`src/gcr_cfg.svh`:
```
/*
 * Offsets, field positions, reset values and gain step figures for the
 * coarse receive / fine transmit gain register pair.
 * Assumes an 8-bit register address space on the control port.
 */
`ifndef GCR_CFG_SVH
`define GCR_CFG_SVH

`define GCR_ADDR_W          8
`define GCR_DATA_W          8
`define GCR_OFF_RX_COARSE   8'h27
`define GCR_OFF_TX_FINE     8'h28
`define GCR_MAG_MSB         3
`define GCR_MAG_LSB         0
`define GCR_DIR_BIT         4
`define GCR_RSVD_ZERO       3'h0
`define GCR_RST_MAG         4'h0
`define GCR_RST_DIR         1'b0
`define GCR_RX_SAT_CODE     4'hC
`define GCR_RX_STEP_CDB     8'h0A
`define GCR_TX_STEP_CDB     8'h01
`define GCR_ZERO_DATA       8'h00

`endif

```
`src/gcr_pkg.sv`:
```
/*
 * Types shared by the gain register bank.
 * Assumes gcr_cfg.svh gives widths.
 */
package gcr_pkg;
    // Sense of a gain stage
    typedef enum logic {GCR_GAIN, GCR_ATTEN} gcr_dir_t;
    // One stage setting
    typedef struct packed {
        logic       dir;
        logic [3:0] mag;
    } gcr_stage_t;
endpackage

```
`src/gcr_stage_if.sv`:
```
/*
 * Carries one stage setting from the register bank to its decoder.
 * Assumes a single clock domain.
 */
interface gcr_stage_if;
    logic       dir;
    logic [3:0] mag;
    logic       atten;
    logic [7:0] level_cdb;
    modport bank (output dir, output mag, input atten, input level_cdb);
    modport dec  (input dir, input mag, output atten, output level_cdb);
endinterface

```
`src/gcr_stage_dec.sv`:
```
/*
 * Turns a direction bit and magnitude code into an attenuation flag and an unsigned level in
 * tenths of a dB. Assumes settings come from flip-flops on clk.
 */
`include "gcr_cfg.svh"

module gcr_stage_dec #(
    parameter bit         SAT_12 = 1'b0,
    parameter logic [7:0] STEP   = 8'h01
) (
    // Setting in, level out
    gcr_stage_if.dec st
);
    logic [3:0] eff_mag;

    // Gain sense saturates upper codes on the coarse stage only
    always_comb
    begin
        eff_mag = st.mag;
        if (SAT_12 && !st.dir && (st.mag[3:2] == 2'b11))
            eff_mag = `GCR_RX_SAT_CODE;
    end

    // Zero code applies zero level, either sense
    assign st.atten     = st.dir && (st.mag != `GCR_RST_MAG);
    assign st.level_cdb = 8'({4'h0, eff_mag} * STEP);
endmodule

```
`src/gcr_regs.sv`:
```
/*
 * Coarse receive gain and fine transmit gain control registers with
 * their decoded levels for the analog path.
 * Assumes a one-cycle strobe control port on clk, synchronous reset.
 */
// The address-and-strobe port was left to the implementer.
`include "gcr_cfg.svh"

// Contract
// Receive direction bit picks gain or attenuation
// Receive step one dB, +12/-15 limits
// Receive code zero gives zero dB
// Receive gain codes 11xx saturate twelve dB
// Receive attenuation linear, 1111 is fifteen
// Transmit direction bit picks gain or attenuation
// Transmit step tenth dB, 1.5 limit
// Transmit code zero gives zero dB
// Transmit code 1111 gives 1.5 dB
// Upper three bits read zero, writes dropped
module gcr_regs (
    // Clock and reset
    input  wire logic       clk,
    input  wire logic       srst,
    // Register port
    input  wire logic [7:0] addr,
    input  wire logic [7:0] wdata,
    input  wire logic       wr,
    input  wire logic       rd,
    output logic      [7:0] rdata,
    // Receive coarse stage level, tenths of dB
    output logic            rx_atten,
    output logic      [7:0] rx_level_cdb,
    // Transmit fine stage level, tenths of dB
    output logic            tx_atten,
    output logic      [7:0] tx_level_cdb
);
    gcr_pkg::gcr_stage_t rx_stage;
    gcr_pkg::gcr_stage_t tx_stage;
    gcr_stage_if         rx_if ();
    gcr_stage_if         tx_if ();

    // Receive coarse register, only the low five bits kept
    always_ff @(posedge clk)
    begin
        if (srst)
        begin
            rx_stage.dir <= `GCR_RST_DIR;
            rx_stage.mag <= `GCR_RST_MAG;
        end
        else if (wr && addr == `GCR_OFF_RX_COARSE)
        begin
            rx_stage.dir <= wdata[`GCR_DIR_BIT];
            rx_stage.mag <= wdata[`GCR_MAG_MSB:`GCR_MAG_LSB];
        end
    end

    // Transmit fine register, only the low five bits kept
    always_ff @(posedge clk)
    begin
        if (srst)
        begin
            tx_stage.dir <= `GCR_RST_DIR;
            tx_stage.mag <= `GCR_RST_MAG;
        end
        else if (wr && addr == `GCR_OFF_TX_FINE)
        begin
            tx_stage.dir <= wdata[`GCR_DIR_BIT];
            tx_stage.mag <= wdata[`GCR_MAG_MSB:`GCR_MAG_LSB];
        end
    end

    // Read data one cycle after the strobe, zero otherwise
    always_ff @(posedge clk)
    begin
        if (srst || !rd)
            rdata <= `GCR_ZERO_DATA;
        else if (addr == `GCR_OFF_RX_COARSE)
            rdata <= {`GCR_RSVD_ZERO, rx_stage.dir, rx_stage.mag};
        else if (addr == `GCR_OFF_TX_FINE)
            rdata <= {`GCR_RSVD_ZERO, tx_stage.dir, tx_stage.mag};
        else
            rdata <= `GCR_ZERO_DATA;
    end

    // Stage settings to the decoders
    assign rx_if.dir = rx_stage.dir;
    assign rx_if.mag = rx_stage.mag;
    assign tx_if.dir = tx_stage.dir;
    assign tx_if.mag = tx_stage.mag;

    gcr_stage_dec #(
        .SAT_12 (1'b1),
        .STEP   (`GCR_RX_STEP_CDB)
    ) u_rx_dec (
        .st (rx_if.dec)
    );

    gcr_stage_dec #(
        .SAT_12 (1'b0),
        .STEP   (`GCR_TX_STEP_CDB)
    ) u_tx_dec (
        .st (tx_if.dec)
    );

    // Decoded levels registered for the analog path
    always_ff @(posedge clk)
    begin
        if (srst)
        begin
            rx_atten     <= 1'b0;
            rx_level_cdb <= `GCR_ZERO_DATA;
            tx_atten     <= 1'b0;
            tx_level_cdb <= `GCR_ZERO_DATA;
        end
        else
        begin
            rx_atten     <= rx_if.atten;
            rx_level_cdb <= rx_if.level_cdb;
            tx_atten     <= tx_if.atten;
            tx_level_cdb <= tx_if.level_cdb;
        end
    end
endmodule

```
`config.mk`:
```
export PLATFORM = sky130hd
export DESIGN_NAME = gcr_regs
export DESIGN_NICKNAME = d
export VERILOG_FILES = /design/src/gcr_pkg.sv /design/src/gcr_stage_if.sv /design/src/gcr_stage_dec.sv /design/src/gcr_regs.sv
export VERILOG_INCLUDE_DIRS = /design/src /design/src/src
export SDC_FILE = /design/constraint.sdc
export NUM_CORES = 1
export LEC_CHECK = 0
export BUFFER_PORTS_ARGS = -buffer_cell sky130_fd_sc_hd__buf_2
export CAP_MARGIN = 10
export CORE_MARGIN = 2
export CORE_UTILIZATION = 43
export CTS_BUF_LIST = sky130_fd_sc_hd__clkbuf_16
export CTS_CLUSTER_DIAMETER = 40
export DETAILED_ROUTE_END_ITERATION = 10
export PLACE_DENSITY = 0.77
export SYNTH_ARGS = -nofsm -noshare
export SYNTH_HDL_FRONTEND = slang
export SYNTH_SLANG_ARGS = --single-unit
```
`constraint.sdc`:
```
create_clock -name clk -period 1.7 [get_ports clk]
set_input_delay 0 -clock clk [delete_from_list [all_inputs] [get_ports clk]]
set_output_delay 0 -clock clk [all_outputs]
set_load 0.02 [all_outputs]
```
==> flow_summary.json <==
{
  "grt_pass1_vias": 861,
  "synth_compound_area_share_pct": 3.56,
  "utilization_pct": 54.9,
  "violations": "setup timing",
  "critPathMaxFanout": 2,
  "status": "finished, violations left",
  "synth_cells": 115,
  "core_mm2": 0.00271,
  "powerDensity_mw_per_mm2": 837,
  "drt_iter0_drc": 20,
  "clk_pin_slew_ns": 0.06,
  "cp_num_cells": 7,
  "finalPower_mw": 1.25,
  "h-tree-depth": 1,
  "post-route-drc-count": 0,
  "synth-seq-cells": 28,
  "period_share_pct": 102,
  "ios": 46,
  "synth-xor-area-share_pct": 0.732,
  "r2r-start": "rx_if.dir",
  "gp_congestion": 0.798,
  "hp-start": "wdata[0]",
  "portBuffers": 34,
  "cap_violations": 0,
  "antenna_found_initial": 0,
  "nNetsFinal": 177,
  "design.die.area_mm2": 0.00322,
  "avgSynthCellArea_um2": 10.4,
  "synth_edf_count": 0,
  "numCtsBuffers": 3,
  "cp.required_ns": 1.85,
  "grt_overflow_total": 0,
  "synth-simple-area-share_pct": 23.6,
  "area_growth_pct": 24.5,
  "setup_viol": 1,
  "yosysSeqAreaShare_pct": 46.9,
  "p_leak_nw": 0.717,
  "synth_top_family_by_area": "simple AND/OR/NAND/NOR gates",
  "reg2reg_depth": 7,
  "grt_usage_pct": 15.2,
  "drt-vias-per-instance": 4.64,
  "antennaDiodeCount": 0,
  "synth_warnings": 0,
  "rows": 19,
  "synthTopCellsByCount": "dfxtp_1 (28), nand2b_1 (15), mux2i_1 (10), nor2_1 (10), buf_4 (8)",
  "synth.top_cell.area_share_pct": 46.9,
  "dieHeight_um": 56.7,
  "grt_max_degree": 23,
  "wl_per_cell_um": 12.5,
  "r2r-end": "rx_level_cdb[5]",
  "cp.arrival_ns": 1.88,
  "crit_start": "rx_if.dir",
  "crit_path_max_incr_delay_ns": 0.52,
  "ys_async_sr_fraction_pct": 0,
  "fill_cells": 258,
  "crit_top_cell": "ha_4",
  "synthTopCellsByArea": "dfxtp_1 (47%), mux2i_1 (8.4%), nand2b_1 (7.8%)",
  "drive_gt1_share_pct": 38.0,
  "synth_largest_area_cell": "dfxtp_1",
  "maxClockFrequency_mhz": 577,
  "post_synth_mux_area_share_pct": 8.37,
  "clk_latency_ns": 0.26,
  "synth_most_common_cell": "dfxtp_1",
  "skew_ns": 0.00189,
  "hold_viol": 0,
  "hold_path.class": "in -> reg",
  "synthAdderAreaFrac_pct": 5.86,
  "ys_types": 24,
  "hpwlAfterDp_um": 1670,
  "syn_area_mm2": 0.00120,
  "cp_num_buf_inv": 1,
  "critical_path.top_delay_family": "adder cells",
  "clockBufferDepth": 2,
  "ant_nets": 0,
  "grt_pass1_wl_um": 3730,
  "cts_tree": "done",
  "cp_slowest_cell": "fa_2",
  "path_class": "reg -> reg",
  "r2r_slack_ns": -0.03,
  "final.setup.worst_slack_ns": -0.0329,
  "vdd_drop_max_mv": 1.09,
  "final_max_slew_viol_count": 0,
  "vias": 839,
  "clock-sinks": 28,
  "start_util_pct": 44.1,
  "first_pass_iters": 4,
  "fin_crit_ns": 1.73,
  "endpoint_kind": "flip-flop",
  "die_w_um": 56.7,
  "start_kind": "flip-flop",
  "whs_endpoint": "tx_if.mag[0]",
  "holdPathStages": 3,
  "cts-root-buf": "clkbuf_16",
  "worstPathCellList": "nand3b_1 -> and2_4 -> ha_4 -> ha_4 -> inv_2 -> fa_2 -> nor2_2",
  "ys.flop_type": "dfxtp_1",
  "finalWirelength_um": 2260,
  "rsz0062_at_grt": "true"
}
==> layout by cell type, fill, tap and decap left out, drive strengths merged <==
cell / n
buf: 40
dfxtp: 28
nand2b: 15
mux2i: 10
nor2: 10
conb: 8
inv: 7
a22oi: 5
nor2b: 4
ha: 4
clkbuf: 3
nand3b: 2
nor4b: 2
nor4: 2
and2: 2
and3: 2
nand3: 2
and4b: 1
xor2: 1
a21oi: 1
fa: 1
==> worst max path at each step <==
stage,slack [ns],end
floorplan,-0.01,rx_level_cdb[5]
global placement,-0.02,rx_level_cdb[5]
detailed placement,-0.07,rx_level_cdb[5]
CTS,-0.01,rx_level_cdb[5]
global route,-0.10,rx_level_cdb[5]
finish,-0.03,rx_level_cdb[5]
==> routing by layer <==
metal  track usage [%]  vias up  part of all wire, %
met3              6.45        2                  6.8
met5                 0        -                    0
met4              2.99        0                 0.44
met2              27.6       26                   51
met1              16.4      384                   42
li1                  -      427                    -
==> cell type report <==
type / count / area [µm²] / share of cell area, %
clock buffer: 3 / 75.1 / 5.04
timing repair buffer: 40 / 215 / 14.5
inverter: 7 / 26.3 / 1.76
sequential: 28 / 564 / 37.9
multi-input combinational: 72 / 569 / 38.2
tap: 31 / 38.8 / 2.61
==> flip-flops by register name, indices dropped and copies added, names as in the netlist <==
signal,cells
rx_level_cdb,7
tx_if.mag,4
rdata,5
rx_if.mag,4
rx_if.dir,1
tx_if.dir,1
tx_level_cdb,4
tx_atten,1
rx_atten,1
==> cells by family after synthesis <==
logic type / count (synthesis)
simple gates: 42
mux: 10
buf+inv: 22
fa+ha+maj: 5
flops: 28
xor+xnor: 1
other cells: 1
compound gates: 6
==> worst min-delay path: stages <==
cell	delay (ns)
buf_2	0.09
nand2b_1	0.08
mux2i_1	0.07
==> per-stage QoR <==
| step | instances | TNS [ns] | area (µm²) | worst slack (ns) | hold slack [ns] |
|---|---|---|---|---|---|
| after floorplan | 122 | -0.0150 | 1230 | -0.0150 | 0.168 |
| after global placement | 177 | -0.0242 | 1380 | -0.0237 | 0.291 |
| after detailed placement | 177 | -0.128 | 1380 | -0.0666 | 0.307 |
| after CTS | 180 | -0.0186 | 1480 | -0.0118 | 0.0329 |
| after global routing | 181 | -0.199 | 1490 | -0.102 | 0.0600 |
| final | 181 | -0.0329 | 1490 | -0.0329 | 0.0264 |
==> power breakdown <==
| part | internal [mW] | switching, mW |
|---|---|---|
| sequential | 0.656 | 0.000235 |
| combinational | 0.0261 | 0.0409 |
| clock | 0.312 | 0.211 |
==> repair_timing <==
action	4_1_cts	5_1_grt
gates resized for setup	4	2
pin swaps	0	1
hold buffers	0	0
setup buffers	0	1
endpoints found under the setup margin	2	2
gates cloned	0	0
No activity file was read; power rests on OpenSTA's default activity.
